==> config.mk <==
export PLATFORM = sky130hd
export DESIGN_NAME = cfdiag_top
export DESIGN_NICKNAME = d
export VERILOG_FILES = /design/src/common/cfdiag_pkg.sv /design/src/verilog/cfdiag_top.sv
export VERILOG_INCLUDE_DIRS = /design/src /design/src/common
export SDC_FILE = /design/constraint.sdc
export NUM_CORES = 1
export LEC_CHECK = 0
export BUFFER_PORTS_ARGS = -buffer_cell sky130_fd_sc_hd__buf_4
export CORE_MARGIN = 3
export CORE_UTILIZATION = 45
export DETAILED_ROUTE_END_ITERATION = 12
export GPL_TIMING_DRIVEN = 0
export PLACE_DENSITY = 0.78
export SYNTH_ARGS = -nofsm -noshare
export SYNTH_HDL_FRONTEND = slang
export SYNTH_SLANG_ARGS = --single-unit
==> constraint.sdc <==
create_clock -name clock_i -period 3.14 [get_ports clock_i]
set_input_delay 0.471 -clock clock_i [delete_from_list [all_inputs] [get_ports clock_i]]
set_output_delay 0.471 -clock clock_i [all_outputs]
set_load 0.02 [all_outputs]
==> src/common/cfdiag_defines.svh <==
// Purpose: constants of the bus diagnostics block
// Assumes: included by bare name wherever needed
// Notes: offsets are byte addresses on the plain register port
`ifndef CFDIAG_DEFINES_SVH
`define CFDIAG_DEFINES_SVH

// ----------------------------------------------------------------
// register port
// ----------------------------------------------------------------
`define CFDIAG_ADDR_W 8
`define CFDIAG_DATA_W 32
`define CFDIAG_OFS_CNT 8'h00
`define CFDIAG_OFS_FLG 8'h04
`define CFDIAG_RESET_WORD 32'h0000_0000

// ----------------------------------------------------------------
// counter word layout
// ----------------------------------------------------------------
`define CFDIAG_CNT_W 8
`define CFDIAG_DTX_LSB 24
`define CFDIAG_DRX_LSB 16
`define CFDIAG_NTX_LSB 8
`define CFDIAG_NRX_LSB 0
`define CFDIAG_CNT_MAX 8'hff
`define CFDIAG_CNT_ONE 8'h01
`define CFDIAG_CNT_ZERO 8'h00

// ----------------------------------------------------------------
// flag word layout (flags live in bits 31..16)
// ----------------------------------------------------------------
`define CFDIAG_FLAG_W 16
`define CFDIAG_FLAG_BASE 16
`define CFDIAG_B_LENMM 31
`define CFDIAG_B_ESI 30
`define CFDIAG_B_DCRC 29
`define CFDIAG_B_DSTUFF 28
`define CFDIAG_B_DFORM 27
`define CFDIAG_B_RSVD_HI 26
`define CFDIAG_B_DBIT1 25
`define CFDIAG_B_DBIT0 24
`define CFDIAG_B_TXBO 23
`define CFDIAG_B_RSVD_LO 22
`define CFDIAG_B_NCRC 21
`define CFDIAG_B_NSTUFF 20
`define CFDIAG_B_NFORM 19
`define CFDIAG_B_NACK 18
`define CFDIAG_B_NBIT1 17
`define CFDIAG_B_NBIT0 16
`define CFDIAG_FLAG_ZERO 16'h0000
`define CFDIAG_GOOD_W 16
`define CFDIAG_GOOD_MAX 16'hffff
`define CFDIAG_GOOD_ONE 16'h0001
`define CFDIAG_GOOD_ZERO 16'h0000

// ----------------------------------------------------------------
// receive error state thresholds
// ----------------------------------------------------------------
`define CFDIAG_PASSIVE_ABOVE 8'h7f
`define CFDIAG_WARN_ABOVE 8'h5f
`define CFDIAG_WARN_BELOW 8'h80

`endif

==> src/common/cfdiag_pkg.sv <==
// Purpose: types of the bus diagnostics block
// Assumes: cfdiag_defines.svh on the include path
// Notes: whole module state is one packed struct
`include "cfdiag_defines.svh"
`default_nettype none

package cfdiag_pkg;
	typedef struct packed {
		logic [`CFDIAG_CNT_W-1:0] dtx_cnt;
		logic [`CFDIAG_CNT_W-1:0] drx_cnt;
		logic [`CFDIAG_CNT_W-1:0] ntx_cnt;
		logic [`CFDIAG_CNT_W-1:0] nrx_cnt;
		logic [`CFDIAG_FLAG_W-1:0] flags;
		logic [`CFDIAG_GOOD_W-1:0] good_cnt;
		logic [`CFDIAG_DATA_W-1:0] rdata;
		logic passive;
		logic warning;
	} cfdiag_state_t;
endpackage : cfdiag_pkg

`default_nettype wire

==> src/verilog/cfdiag_top.sv <==
// Purpose: bus quality diagnostics counters and sticky error flags
// Assumes: event inputs come from the protocol engine on clock_i
// Notes: counters and flags clear on any access of their word
//
// Notes on behaviour
// passive flag when receive count above 127
// warning flag when count 96 to 127
// data tx/rx counters in bits 31..16
// nominal tx/rx counters in bits 15..0
// counter plus one per error in phase
// diagnostic counters never count down
// reading counter word zeroes all four
// length mismatch sets bit 31
// received ESI set sets bit 30
// data phase CRC error sets bit 29
// data phase stuffing error sets bit 28
// data phase format error sets bit 27
// data phase recessive bit error bit 25
// bit 26 always reads zero
// flags sticky until next access
// read or write clears flag word
// only flag of offending phase set
// good frame counter counts, read clears
// recovery eleven recessive sets bit0 flag
// missing acknowledge sets nominal flag
// event with clearing access survives
// 8-bit counters saturate at maximum
`include "cfdiag_defines.svh"
`default_nettype none

module cfdiag_top
	import cfdiag_pkg::*;
(
	// clock and reset
	input wire logic clock_i,
	input wire logic rst_i,
	// register port
	input wire logic [`CFDIAG_ADDR_W-1:0] addr_i,
	input wire logic [`CFDIAG_DATA_W-1:0] wdata_i,
	input wire logic wr_i,
	input wire logic rd_i,
	output logic [`CFDIAG_DATA_W-1:0] rdata_o,
	// error event qualifiers
	input wire logic err_data_phase_i,
	input wire logic err_tx_i,
	// error event pulses
	input wire logic crc_err_i,
	input wire logic stuff_err_i,
	input wire logic form_err_i,
	input wire logic recessive_bit_err_i,
	input wire logic dominant_bit_err_i,
	input wire logic ack_err_i,
	input wire logic length_mismatch_i,
	input wire logic esi_rx_i,
	input wire logic bus_off_event_i,
	input wire logic recovery_recessive_i,
	input wire logic good_frame_i,
	// standard receive error state
	input wire logic [`CFDIAG_CNT_W-1:0] standard_receive_error_count_i,
	output logic receiver_error_passive_flag_o,
	output logic receiver_warning_flag_o
);

	// ----------------------------------------------------------------
	// helpers
	// ----------------------------------------------------------------
	function automatic logic [`CFDIAG_CNT_W-1:0] cnt_next(
		input logic [`CFDIAG_CNT_W-1:0] v,
		input logic inc,
		input logic clr
	);
		logic [`CFDIAG_CNT_W-1:0] r;
		r = v;
		if (clr) begin
			r = `CFDIAG_CNT_ZERO;
		end
		// clear first, then count: a coinciding error is kept
		if (inc && r != `CFDIAG_CNT_MAX) begin
			r = r + `CFDIAG_CNT_ONE;
		end
		return r; // no path subtracts
	endfunction : cnt_next

	cfdiag_state_t st_q;
	cfdiag_state_t st_d;

	logic unused_wdata;
	logic ph;
	logic ev_any;
	logic ev_dtx;
	logic ev_drx;
	logic ev_ntx;
	logic ev_nrx;
	logic sel_cnt;
	logic sel_flg;
	logic clr_cnt;
	logic clr_flg;
	logic [`CFDIAG_DATA_W-1:0] cnt_word;
	logic [`CFDIAG_DATA_W-1:0] flg_word;
	logic [`CFDIAG_DATA_W-1:0] flag_set;

	// writes only clear, their data is of no use
	assign unused_wdata = ^wdata_i;

	// ----------------------------------------------------------------
	// event decode
	// ----------------------------------------------------------------
	assign ph = err_data_phase_i;
	assign ev_any = crc_err_i | stuff_err_i | form_err_i |
		recessive_bit_err_i | dominant_bit_err_i | ack_err_i;
	// missing acknowledge is nominal transmit whatever the qualifiers
	assign ev_dtx = ev_any & ph & err_tx_i & ~ack_err_i;
	assign ev_drx = ev_any & ph & ~err_tx_i & ~ack_err_i;
	assign ev_ntx = ack_err_i | (ev_any & ~ph & err_tx_i);
	assign ev_nrx = ev_any & ~ph & ~err_tx_i & ~ack_err_i;

	always_comb begin
		flag_set = `CFDIAG_RESET_WORD;
		flag_set[`CFDIAG_B_LENMM] = length_mismatch_i;
		flag_set[`CFDIAG_B_ESI] = esi_rx_i;
		// data flags only when the error hit the data phase
		flag_set[`CFDIAG_B_DCRC] = crc_err_i & ph;
		flag_set[`CFDIAG_B_DSTUFF] = stuff_err_i & ph;
		flag_set[`CFDIAG_B_DFORM] = form_err_i & ph;
		flag_set[`CFDIAG_B_DBIT1] = recessive_bit_err_i & ph;
		flag_set[`CFDIAG_B_DBIT0] = dominant_bit_err_i & ph;
		flag_set[`CFDIAG_B_TXBO] = bus_off_event_i;
		flag_set[`CFDIAG_B_NCRC] = crc_err_i & ~ph;
		flag_set[`CFDIAG_B_NSTUFF] = stuff_err_i & ~ph;
		flag_set[`CFDIAG_B_NFORM] = form_err_i & ~ph;
		flag_set[`CFDIAG_B_NACK] = ack_err_i;
		flag_set[`CFDIAG_B_NBIT1] = recessive_bit_err_i & ~ph;
		// recovery runs at the nominal rate, so the nominal flag
		flag_set[`CFDIAG_B_NBIT0] = (dominant_bit_err_i & ~ph) |
			recovery_recessive_i;
		// reserved positions never set
		flag_set[`CFDIAG_B_RSVD_HI] = 1'b0;
		flag_set[`CFDIAG_B_RSVD_LO] = 1'b0;
	end

	// ----------------------------------------------------------------
	// register access
	// ----------------------------------------------------------------
	assign sel_cnt = addr_i == `CFDIAG_OFS_CNT;
	assign sel_flg = addr_i == `CFDIAG_OFS_FLG;
	// a write is the tail of a read-modify-write: it clears too
	assign clr_cnt = sel_cnt & (rd_i | wr_i);
	assign clr_flg = sel_flg & (rd_i | wr_i);

	assign cnt_word = {st_q.dtx_cnt, st_q.drx_cnt,
		st_q.ntx_cnt, st_q.nrx_cnt};
	assign flg_word = {st_q.flags, st_q.good_cnt};

	// ----------------------------------------------------------------
	// next state
	// ----------------------------------------------------------------
	always_comb begin
		st_d = st_q;
		st_d.dtx_cnt = cnt_next(st_q.dtx_cnt, ev_dtx, clr_cnt);
		st_d.drx_cnt = cnt_next(st_q.drx_cnt, ev_drx, clr_cnt);
		st_d.ntx_cnt = cnt_next(st_q.ntx_cnt, ev_ntx, clr_cnt);
		st_d.nrx_cnt = cnt_next(st_q.nrx_cnt, ev_nrx, clr_cnt);
		// sticky, and a set in the clearing cycle wins
		st_d.flags = (clr_flg ? `CFDIAG_FLAG_ZERO : st_q.flags) |
			flag_set[`CFDIAG_DATA_W-1:`CFDIAG_FLAG_BASE];
		st_d.good_cnt = clr_flg ? `CFDIAG_GOOD_ZERO : st_q.good_cnt;
		// saturates so software never sees a false low count
		if (good_frame_i && st_d.good_cnt != `CFDIAG_GOOD_MAX) begin
			st_d.good_cnt = st_d.good_cnt + `CFDIAG_GOOD_ONE;
		end
		// read data stands in the cycle after the strobe only
		st_d.rdata = `CFDIAG_RESET_WORD;
		if (rd_i && sel_cnt) begin
			st_d.rdata = cnt_word;
		end else if (rd_i && sel_flg) begin
			st_d.rdata = flg_word;
		end
		st_d.passive = standard_receive_error_count_i >
			`CFDIAG_PASSIVE_ABOVE;
		st_d.warning = (standard_receive_error_count_i >
			`CFDIAG_WARN_ABOVE) && (standard_receive_error_count_i <
			`CFDIAG_WARN_BELOW);
	end

	always_ff @(posedge clock_i) begin
		if (rst_i) begin
			st_q <= '0;
		end else begin
			st_q <= st_d;
		end
	end

	// ----------------------------------------------------------------
	// outputs
	// ----------------------------------------------------------------
	assign rdata_o = st_q.rdata;
	assign receiver_error_passive_flag_o = st_q.passive;
	assign receiver_warning_flag_o = st_q.warning;

	logic [`CFDIAG_CNT_W-1:0] sc;
	assign sc = standard_receive_error_count_i;
endmodule : cfdiag_top

`default_nettype wire

==> flow_metrics.env, run 1 <==
export IMPL_io_pins=99
export IMPL_finalSetupViolCount=0
export IMPL_multi_input_comb_area_sq_um=2120
export IMPL_n_antenna_cell=0
export IMPL_die_h_um=102
export IMPL_max_cap_violations=0
export IMPL_cp_arrival_ps=3360
export IMPL_synth_edff_count=0
export IMPL_globalRouteOverflowTotal=0
export IMPL_critPathLaunch="addr_i[4]"
export IMPL_register_area_sq_um=1920
export IMPL_min_from="standard_receive_error_count_i[7]"
export IMPL_dp_hpwl_um=7280
export IMPL_clk_latency_ps=380
export IMPL_path_max_fanout=10
export IMPL_synth_cells=461
export IMPL_antenna_found_initial=0
export IMPL_r2r_start="flg_word[8]$_SDFF_PP0_"
export IMPL_finalMaxSlewViolations=0
export IMPL_die_area_sq_um=10400
export IMPL_grt_pass1_vias=3355
export IMPL_routedWlPerCell_um=15.6
export IMPL_dr_pass1_iters=8
export IMPL_setup_reg_to_reg_worst_slack_ps=960
export IMPL_r2r_worst_path_cells=6
export IMPL_ctsHoldBuffers=0
export IMPL_fin_nets=601
export IMPL_p_leak_nw=1.94
export IMPL_ys_seq_area_share_pct=46.5
export IMPL_num_vias=3742
export IMPL_min_period_over_period_pct=98.0
export IMPL_syn2layout_area_growth_pct=20.8
export IMPL_synth_nets=531
export IMPL_crit_type="primary input to register"
export IMPL_synth_cell_area_sq_um=4130
export IMPL_fp_dieW_um=102
export IMPL_fmaxAchievable_ghz=0.325
export IMPL_postLayoutCellArea_sq_um=4990
export IMPL_slew_limit_headroom_pct=46.9
export IMPL_finClkSkew_ps=16.7
export IMPL_fin_crit_ps=3080
export IMPL_cts_clk_slew_worst_paths_ps=100
export IMPL_seqPwrFrac_pct=53.3
export IMPL_switching_share_pct=24.8
export IMPL_grt_max_degree=18
export IMPL_grt_setup_unrepaired="yes"
export IMPL_synth_cell_type_count=47
export IMPL_ys_flop_type="dfxtp_1"
export IMPL_ir_drop_uv=231
export IMPL_yosysWarningCount=0
export IMPL_internal_power_mw=1.78
export IMPL_drc=0
export IMPL_place_area_sq_um=4730
export IMPL_outcome="finished, final reports clean"
export IMPL_start_util_pct=46.9
export IMPL_hp_class="primary input to register"
export IMPL_drive_gt1_share_pct=17.4
export IMPL_drt_iter0_drc=194
export IMPL_final_setup_tns_ps=0
export IMPL_worst_slew_pin_slew_ps=796
export IMPL_grt_usage_pct=19.7
export IMPL_cts_setup_buffers=0
export IMPL_cts_htree_levels=3
export IMPL_end_kind="register"
export IMPL_buffer_ports_inserted=59
export IMPL_route_antenna_remaining_nets=0
export IMPL_combPwrFrac_pct=7.0
export IMPL_cts_made_buffers=9
export IMPL_num_fill_cells=767
export IMPL_core_area_sq_um=8810
export IMPL_rows=34
export IMPL_clkSinkCount=96
export IMPL_p_clk_share_pct=39.8
export IMPL_report_final_hold_viol_count=0
export IMPL_cts_root_buf="clkbuf_8"
export IMPL_syn_avg_cell_area_sq_um=8.96
export IMPL_grt_first_pass_wirelength_um=16100
export IMPL_r2r_end="flg_word[0]$_SDFF_PP0_"
export IMPL_place_congestion=0.884
export IMPL_routed_via_density=5.81
export IMPL_critPathRequiredTime_ps=3420
export IMPL_cp_start_kind="primary input"
export IMPL_async_flop_share_pct=0
export IMPL_clockBufferDepth=2
export IMPL_cts_tree="yes"
export IMPL_crit_end="cnt_word[18]$_SDFF_PP0_"
export IMPL_switchingPower_mw=0.585
export IMPL_powerDensity_nw_per_um2=473
export IMPL_routed_wl_um=10100
export IMPL_ys_seq_elements=96
-- Yosys cell counts, types with 2 or more instances --
cell type  instances  area share, %
dfxtp_1           96             47
nor2_1            75            6.8
mux2i_1           35            8.5
nand3_1           25            3.0
a21oi_1           23            2.8
nand2_1           23            2.1
clkbuf_1          17            1.5
xnor2_1           16            3.4
o21ai_0           15            1.8
and3_1            13            2.0
nand4_1           12            1.8
and2_1            11            1.7
a22oi_1           10            1.8
or3_1             10            1.5
nor3_1             8           0.97
a211oi_1           7            1.3
inv_1              7           0.64
o211ai_1           6            1.1
ha_1               5            1.5
nor4_1             5           0.76
or4_1              5           0.91
a21o_1             3           0.55
nor3b_1            3           0.55
a311oi_1           2           0.42
and2b_1            2           0.36
buf_1              2           0.18
buf_6              2           0.55
nor2b_1            2           0.30
o2111ai_1          2           0.42
xor2_1             2           0.42
-- worst min-delay path by stage --
stage | slack [ps] | cells past startpoint | end
finish | 250 | 2 | receiver_warning_flag_o$_SDFF_PP0_
global placement | 460 | 2 | flg_word[30]$_SDFF_PP0_
detailed placement | 480 | 2 | flg_word[30]$_SDFF_PP0_
CTS | 240 | 2 | receiver_warning_flag_o$_SDFF_PP0_
floorplan | 450 | 2 | flg_word[18]$_SDFF_PP0_
global route | 240 | 2 | receiver_warning_flag_o$_SDFF_PP0_
-- layout by cell type, fill, tap and decap left out, types with 8 or more instances in the layout --
cell type	instances
a21oi_1	22
a22oi_1	10
and2_1	10
and3_1	11
buf_4	60
clkbuf_1	16
clkbuf_8	9
dfxtp_1	96
mux2i_1	35
nand2_1	23
nand3_1	24
nand4_1	12
nor2_1	75
nor3_1	8
o21ai_0	15
or3_1	10
xnor2_1	16
-- per-stage QoR --
step	setup slack, ps	total power, mW	hold WS, ps	instances	utilization [%]
6_report	61.6	2.36	245	644	56.7
5_1_grt	-52.6	2.43	242	644	56.7
4_1_cts	14.7	2.36	240	644	56.4
3_5_place_dp	-744	1.45	478	628	53.7
3_3_place_gp	-677	1.44	463	628	53.7
2_1_floorplan	-7.94	1.38	451	461	-
-- critical path, stage by stage --
cell,delay [ps]
buf_4,110
or4_4,520
or4b_4,530
buf_6,170
buf_6,140
and2_1,170
ha_2,190
and3_4,180
and3_4,170
a211oi_2,360
a211oi_1,140
a31o_1,190
-- metal layers --
metal | vias up | part of all wire (%) | GRT usage, %
met5 | - | 0 | 0
met4 | 0 | 1.9 | 7.16
met3 | 18 | 6.4 | 4.34
met2 | 144 | 49 | 32.4
met1 | 1793 | 42 | 25.3
li1 | 1787 | - | -
-- flip-flops by register name (all words and copies together) (netlist names) --
| name | cells |
|---|---|
| receiver_warning_flag_o | 1 |
| receiver_error_passive_flag_o | 1 |
| cnt_word | 32 |
| flg_word | 30 |
| rdata_o | 32 |
-- final cells by class --
cell class	count	share of cell area (%)
multi-input combinational	335	42.5
sequential	96	38.5
timing repair buffer	59	8.88
tap	108	2.71
clock buffer	10	2.56
buffer	23	2.31
clock inverter	6	1.98
inverter	7	0.527
-- cells by family after synthesis --
group                    count (synthesis)  synth area share, %
adder cells (fa/ha/maj)                  5                 1.51
multiplexers                            35                 8.48
buffers and inverters                   30                 3.21
XOR/XNOR                                18                 3.82
flip-flops                              96                 46.5
AND/OR/NAND/NOR                        200                 24.1
AO/OA/AOI/OAI                           77                 12.4
-- power by group through the flow --
stage	registers, mW	clock network (mW)	logic [mW]
5_1_grt	1.26	0.992	0.182
6_report	1.26	0.939	0.165
4_1_cts	1.26	0.944	0.163
3_3_place_gp	1.28	0	0.155
2_1_floorplan	1.28	0	0.102
3_5_place_dp	1.29	0	0.162
-- timing repair --
action	in CTS	in global routing
gates resized for setup	1	9
pin swaps	0	1
hold endpoints to repair	0	0
setup endpoints to repair	9	22
No activity file was read; power rests on OpenSTA's default activity.
==> run 2, diff against run 1 <==
MAX_ROUTING_LAYER = met4   (was default)
==> run 2 against run 1 <==
Effect of this change: sequential cell count unchanged; non-clock buffer count unchanged; total power increased by 0.14%; via count increased by 0.16%; highest routed layer unchanged.
==> flow_metrics.env, run 2 (synthesized netlist as in run 1, its figures left out) <==
export IMPL_io_pins=99
export IMPL_grt_pass1_vias=3367
export IMPL_pre_cts_slack_ps=-744
export IMPL_cp_start_kind="primary input"
export IMPL_outcome="finished, final reports clean"
export IMPL_report_final_hold_viol_count=0
export IMPL_critPathSlowestCell="or4b_4"
export IMPL_grt_max_degree=18
export IMPL_clk_latency_ps=380
export IMPL_syn2layout_area_growth_pct=20.8
export IMPL_fmaxAchievable_ghz=0.324
export IMPL_final_common_cell="dfxtp_1"
export IMPL_routedWlPerCell_um=15.7
export IMPL_dp_hpwl_um=7280
export IMPL_ir_drop_uv=233
export IMPL_final_cell_mix="dfxtp_1, nor2_1, buf_4, mux2i_1, nand3_1"
export IMPL_worst_slew_pin_slew_ps=807
export IMPL_fin_nets=601
export IMPL_cts_made_buffers=9
export IMPL_clkSinkCount=96
export IMPL_num_vias=3748
export IMPL_cp_arrival_ps=3370
export IMPL_drive_gt1_share_pct=17.4
export IMPL_grt_first_pass_wirelength_um=16000
export IMPL_hp_class="primary input to register"
export IMPL_critPathRequiredTime_ps=3420
export IMPL_path_max_fanout=10
export IMPL_routed_wl_um=10100
export IMPL_start_util_pct=46.9
export IMPL_slew_limit_headroom_pct=46.2
export IMPL_end_kind="register"
export IMPL_min_period_over_period_pct=98.4
export IMPL_finClkSkew_ps=17.0
export IMPL_cts_htree_levels=3
export IMPL_max_stage_delay_ps=530
export IMPL_p_leak_nw=1.94
export IMPL_fp_dieW_um=102
export IMPL_finalMaxSlewViolations=0
export IMPL_dr_pass1_iters=5
export IMPL_globalRouteOverflowTotal=0
export IMPL_cts_clk_slew_worst_paths_ps=100
export IMPL_die_area_sq_um=10400
export IMPL_grt_usage_pct=20.3
export IMPL_path_cells="buf_4 -> or4_4 -> or4b_4 -> buf_6 -> buf_6 -> and2_1 -> ha_2 -> and3_4 -> and3_4 -> a211oi_2 -> a211oi_1 -> a31o_1"
export IMPL_drc=0
export IMPL_core_area_sq_um=8810
export IMPL_powerDensity_nw_per_um2=474
export IMPL_p_total_mw=2.37
export IMPL_num_fill_cells=767
export IMPL_final_setup_tns_ps=0
export IMPL_n_antenna_cell=0
export IMPL_crit_type="primary input to register"
export IMPL_fin_crit_ps=3090
export IMPL_cts_root_buf="clkbuf_8"
export IMPL_clockBufferDepth=2
export IMPL_place_congestion=0.898
export IMPL_finalSetupViolCount=0
export IMPL_grt_setup_unrepaired="yes"
export IMPL_buffer_ports_inserted=59
export IMPL_cts_tree="yes"
export IMPL_drt_iter0_drc=264
export IMPL_setup_slack_ps=49.5
export IMPL_routed_via_density=5.82
export IMPL_rows=34
export IMPL_antenna_found_initial=0
export IMPL_route_antenna_remaining_nets=0
export IMPL_die_h_um=102
export IMPL_max_cap_violations=0
## run 2: cell counts in the layout (fill, tap and decap cells not counted)
Identical to the previous run, type by type.
## run 2: path summary, 6_finish.rpt
path	startpoint	endpoint	slack [ps]	cells after the start
max	addr_i[4]	cnt_word[18]$_SDFF_PP0_	50	12
min	standard_receive_error_count_i[7]	receiver_warning_flag_o$_SDFF_PP0_	240	2
max reg2reg	flg_word[8]$_SDFF_PP0_	flg_word[2]$_SDFF_PP0_	1000	5
min reg2reg	flg_word[30]$_SDFF_PP0_	flg_word[30]$_SDFF_PP0_	500	2
## run 2: timing repair
item / 4_1_cts / 5_1_grt
setup endpoints to repair: 9 / 22
gates resized for setup: 1 / 9
hold buffers: 0 / 0
endpoints found under the hold margin: 0 / 0
pin swaps: 0 / 1
setup buffers: 0 / 0
## run 2: layout make-up
type | instances | area (sq um) | share of cell area (%)
sequential | 96 | 1920 | 38.5
tap | 108 | 135 | 2.71
clock buffer | 10 | 128 | 2.56
multi-input combinational | 335 | 2120 | 42.5
timing repair buffer | 59 | 443 | 8.88
buffer | 23 | 115 | 2.31
clock inverter | 6 | 98.8 | 1.98
inverter | 7 | 26.3 | 0.527
## run 2: routing by layer
metal | vias to the layer above | global-route usage [%] | share of wire, %
li1 | 1786 | - | -
met1 | 1801 | 25.1 | 42
met2 | 141 | 32.6 | 49
met3 | 20 | 3.99 | 7.2
met4 | 0 | 7.77 | 2.2
met5 | - | - | 0
## run 2: through the flow
stage	hold WS, ps	util (%)	area (sq um)	cells
6_report	243	56.7	4990	644
5_1_grt	244	56.7	4990	644
4_1_cts	240	56.4	4960	644
3_5_place_dp	478	53.7	4730	628
3_3_place_gp	463	53.7	4730	628
2_1_floorplan	451	-	4150	461
## run 2: worst max-delay path: cells and delay by family
| kind | cells | cell delay, ps |
|---|---|---|
| buffers and inverters | 3 | 420 |
| and+or+nand+nor | 5 | 1570 |
| AOI/OAI and AO/OA | 3 | 700 |
| adders and majority gates | 1 | 190 |
## run 2: power by group
part           internal [mW]  total (mW)  switching [mW]
clock network          0.463       0.942           0.478
registers               1.24        1.26          0.0189
logic                 0.0738       0.165          0.0912
total                   1.78        2.37           0.588
==> run 3, diff against run 2 <==
ABC_AREA = 1   (was default)
PLACE_DENSITY = 0.76   (was 0.78)
REMOVE_ABC_BUFFERS = 1   (was default)
==> run 3 against run 2 <==
Effect of this change: global-route usage rose by 1.4 points; clock power shrank 4.5%; final cell count is 36% higher; non-clock buffer count shrank 16; die area grew 12%; first-iteration DRC count up 85%; worst setup slack gained 280 ps; via count grew 25%; critical path type unchanged; largest power group unchanged.
==> flow_metrics.env, run 3 <==
export IMPL_die_area_sq_um=11600
export IMPL_report_final_hold_viol_count=0
export IMPL_grt_setup_unrepaired="no"
export IMPL_max_cap_violations=0
export IMPL_fp_dieW_um=108
export IMPL_cp_num_buf_inv=4
export IMPL_synthTopCellsByArea="dfxtp_1, nand2_1, nor2_1, nand3_1, inv_1"
export IMPL_synth_cell_area_sq_um=4650
export IMPL_final_cells=873
export IMPL_dp_hpwl_um=7890
export IMPL_num_vias=4681
export IMPL_clk_latency_ps=370
export IMPL_grt_first_pass_wirelength_um=19900
export IMPL_place_area_sq_um=5140
export IMPL_routedWlPerCell_um=13.7
export IMPL_antenna_found_initial=0
export IMPL_yosysWarningCount=0
export IMPL_synth_top_cell_by_area="dfxtp_1"
export IMPL_critPathSlowestCell="nand2_1"
export IMPL_p_leak_nw=2.31
export IMPL_yosys_area_top_type_share_pct=41.3
export IMPL_synth_cell_type_count=29
export IMPL_setup_slack_ps=325
export IMPL_globalRouteOverflowTotal=0
export IMPL_fin_nets=805
export IMPL_powerDensity_nw_per_um2=424
export IMPL_cts_root_buf="clkbuf_8"
export IMPL_clockBufferDepth=2
export IMPL_max_stage_delay_ps=300
export IMPL_grt_max_degree=49
export IMPL_async_flop_share_pct=0
export IMPL_cts_clk_slew_worst_paths_ps=100
export IMPL_p_total_mw=2.31
export IMPL_synth_common_cells="nand2_1, nor2_1, dfxtp_1"
export IMPL_cpLargestDelayFamily="simple AND/OR/NAND/NOR gates"
export IMPL_ir_drop_uv=245
export IMPL_dr_pass1_iters=5
export IMPL_postLayoutCellArea_sq_um=5430
export IMPL_rows=36
export IMPL_route_antenna_remaining_nets=0
export IMPL_synth_most_common_cell="nand2_1"
export IMPL_end_kind="register"
export IMPL_min_period_over_period_pct=89.7
export IMPL_buffer_ports_inserted=61
export IMPL_final_cell_mix="nand2_1, nor2_1, dfxtp_1, inv_1, nand3_1"
export IMPL_fin_crit_ps=2820
export IMPL_clkSinkCount=96
export IMPL_n_antenna_cell=0
export IMPL_synth_edff_count=0
export IMPL_ys_seq_area_share_pct=41.3
export IMPL_cts_made_buffers=9
export IMPL_fmaxAchievable_ghz=0.355
export IMPL_crit_type="primary input to register"
export IMPL_fin_hold_ws_ps=262
export IMPL_worst_slew_pin_slew_ps=979
export IMPL_final_common_cell="nand2_1"
export IMPL_finalMaxSlewViolations=0
export IMPL_pre_cts_slack_ps=-1140
export IMPL_core_area_sq_um=9910
export IMPL_drt_iter0_drc=488
export IMPL_slew_limit_headroom_pct=34.6
export IMPL_routed_wl_um=12000
export IMPL_ys_seq_elements=96
export IMPL_critPathRequiredTime_ps=3380
export IMPL_io_pins=99
export IMPL_syn2layout_area_growth_pct=16.7
export IMPL_hp_class="primary input to register"
export IMPL_finClkSkew_ps=11.4
export IMPL_critPathMostFrequentCell="nand2_1"
export IMPL_syn_avg_cell_area_sq_um=6.79
export IMPL_ys_flop_type="dfxtp_1"
export IMPL_routed_via_density=5.36
export IMPL_placed_cells=850
export IMPL_path_max_fanout=40
export IMPL_outcome="finished, final reports clean"
export IMPL_path_cells="buf_4 -> inv_1 -> nand3_1 -> nor2_4 -> nand2_8 -> clkinvlp_4 -> nor2_1 -> ha_1 -> nand2_1 -> nand3b_1 -> nor2_1 -> nand2_1 -> nand2_1 -> inv_1 -> nand2_1 -> a21oi_1"
export IMPL_cts_tree="yes"
export IMPL_place_congestion=0.865
export IMPL_finalSetupViolCount=0
export IMPL_synth_cells=685
export IMPL_start_util_pct=47.0
export IMPL_drc=0
export IMPL_cp_start_kind="primary input"
export IMPL_cts_htree_levels=3
export IMPL_die_h_um=108
export IMPL_grt_pass1_vias=4358
export IMPL_grt_usage_pct=21.7
export IMPL_cp_arrival_ps=3060
export IMPL_drive_gt1_share_pct=14.2
run 3: layer usage:
layer	track usage, %	part of all wire [%]	wire (um)
met5	-	0	0
met4	8.39	1.9	229
met2	36.6	50	5920
met3	4.26	7.3	869
met1	25.5	41	4940
run 3: kinds of logic after synthesis:
kind of cell / count (synthesis) / synth area share [%]
AOI/OAI and AO/OA: 95 / 11.8
xor gates and xnor gates: 5 / 0.941
adders and majority gates: 5 / 1.34
buffers and inverters: 116 / 10.5
DFF: 96 / 41.3
and+or+nand+nor: 368 / 34.2
run 3: worst paths after layout:
kind / from / to / slack, ps / depth (start not counted)
setup / recovery: addr_i[1] / cnt_word[13]$_SDFF_PP0_ / 320 / 16
hold / removal: standard_receive_error_count_i[7] / receiver_warning_flag_o$_SDFF_PP0_ / 260 / 2
setup reg to reg: flg_word[1]$_SDFF_PP0_ / flg_word[11]$_SDFF_PP0_ / 1080 / 10
hold reg to reg: cnt_word[22]$_SDFF_PP0_ / rdata_o[22]$_SDFF_PP0_ / 470 / 2
run 3: report_power, final:
part	switching (mW)	internal (mW)	leakage [nW]	total [mW]
clock	0.446	0.454	0.107	0.900
sequential	0.0106	1.24	0.779	1.25
combinational	0.0958	0.0579	1.42	0.154
run 3: worst reg2reg max path: cells and delay by family, from the launching register on:
kind,cells,cell delay [ps]
compound gates,1,290
fa+ha+maj,1,190
buf+inv,2,150
flops,1,360
simple gates,6,960
run 3: stage by stage:
step / util (%) / TNS [ps]
2_1_floorplan: - / -14.2
3_3_place_gp: 51.6 / -34430
3_5_place_dp: 51.8 / -34680
4_1_cts: 54.3 / 0
5_1_grt: 54.8 / 0
6_report: 54.8 / 0
run 3: final cells by class:
| class | count | area [sq um] |
|---|---|---|
| timing repair buffer | 66 | 508 |
| fill | 927 | 4480 |
| multi-input combinational | 476 | 2290 |
| tap | 133 | 166 |
| sequential | 96 | 1920 |
| clock inverter | 6 | 90.1 |
| inverter | 86 | 330 |
| clock buffer | 10 | 128 |
run 3: what timing repair did:
| item | in CTS | in global routing |
|---|---|---|
| pin swaps | 2 | 0 |
| hold buffers | 0 | 0 |
| cloned | 3 | 0 |
| buffers inserted | 0 | 4 |
| setup endpoints to repair | 42 | 29 |
| gates resized for setup | 2 | 3 |
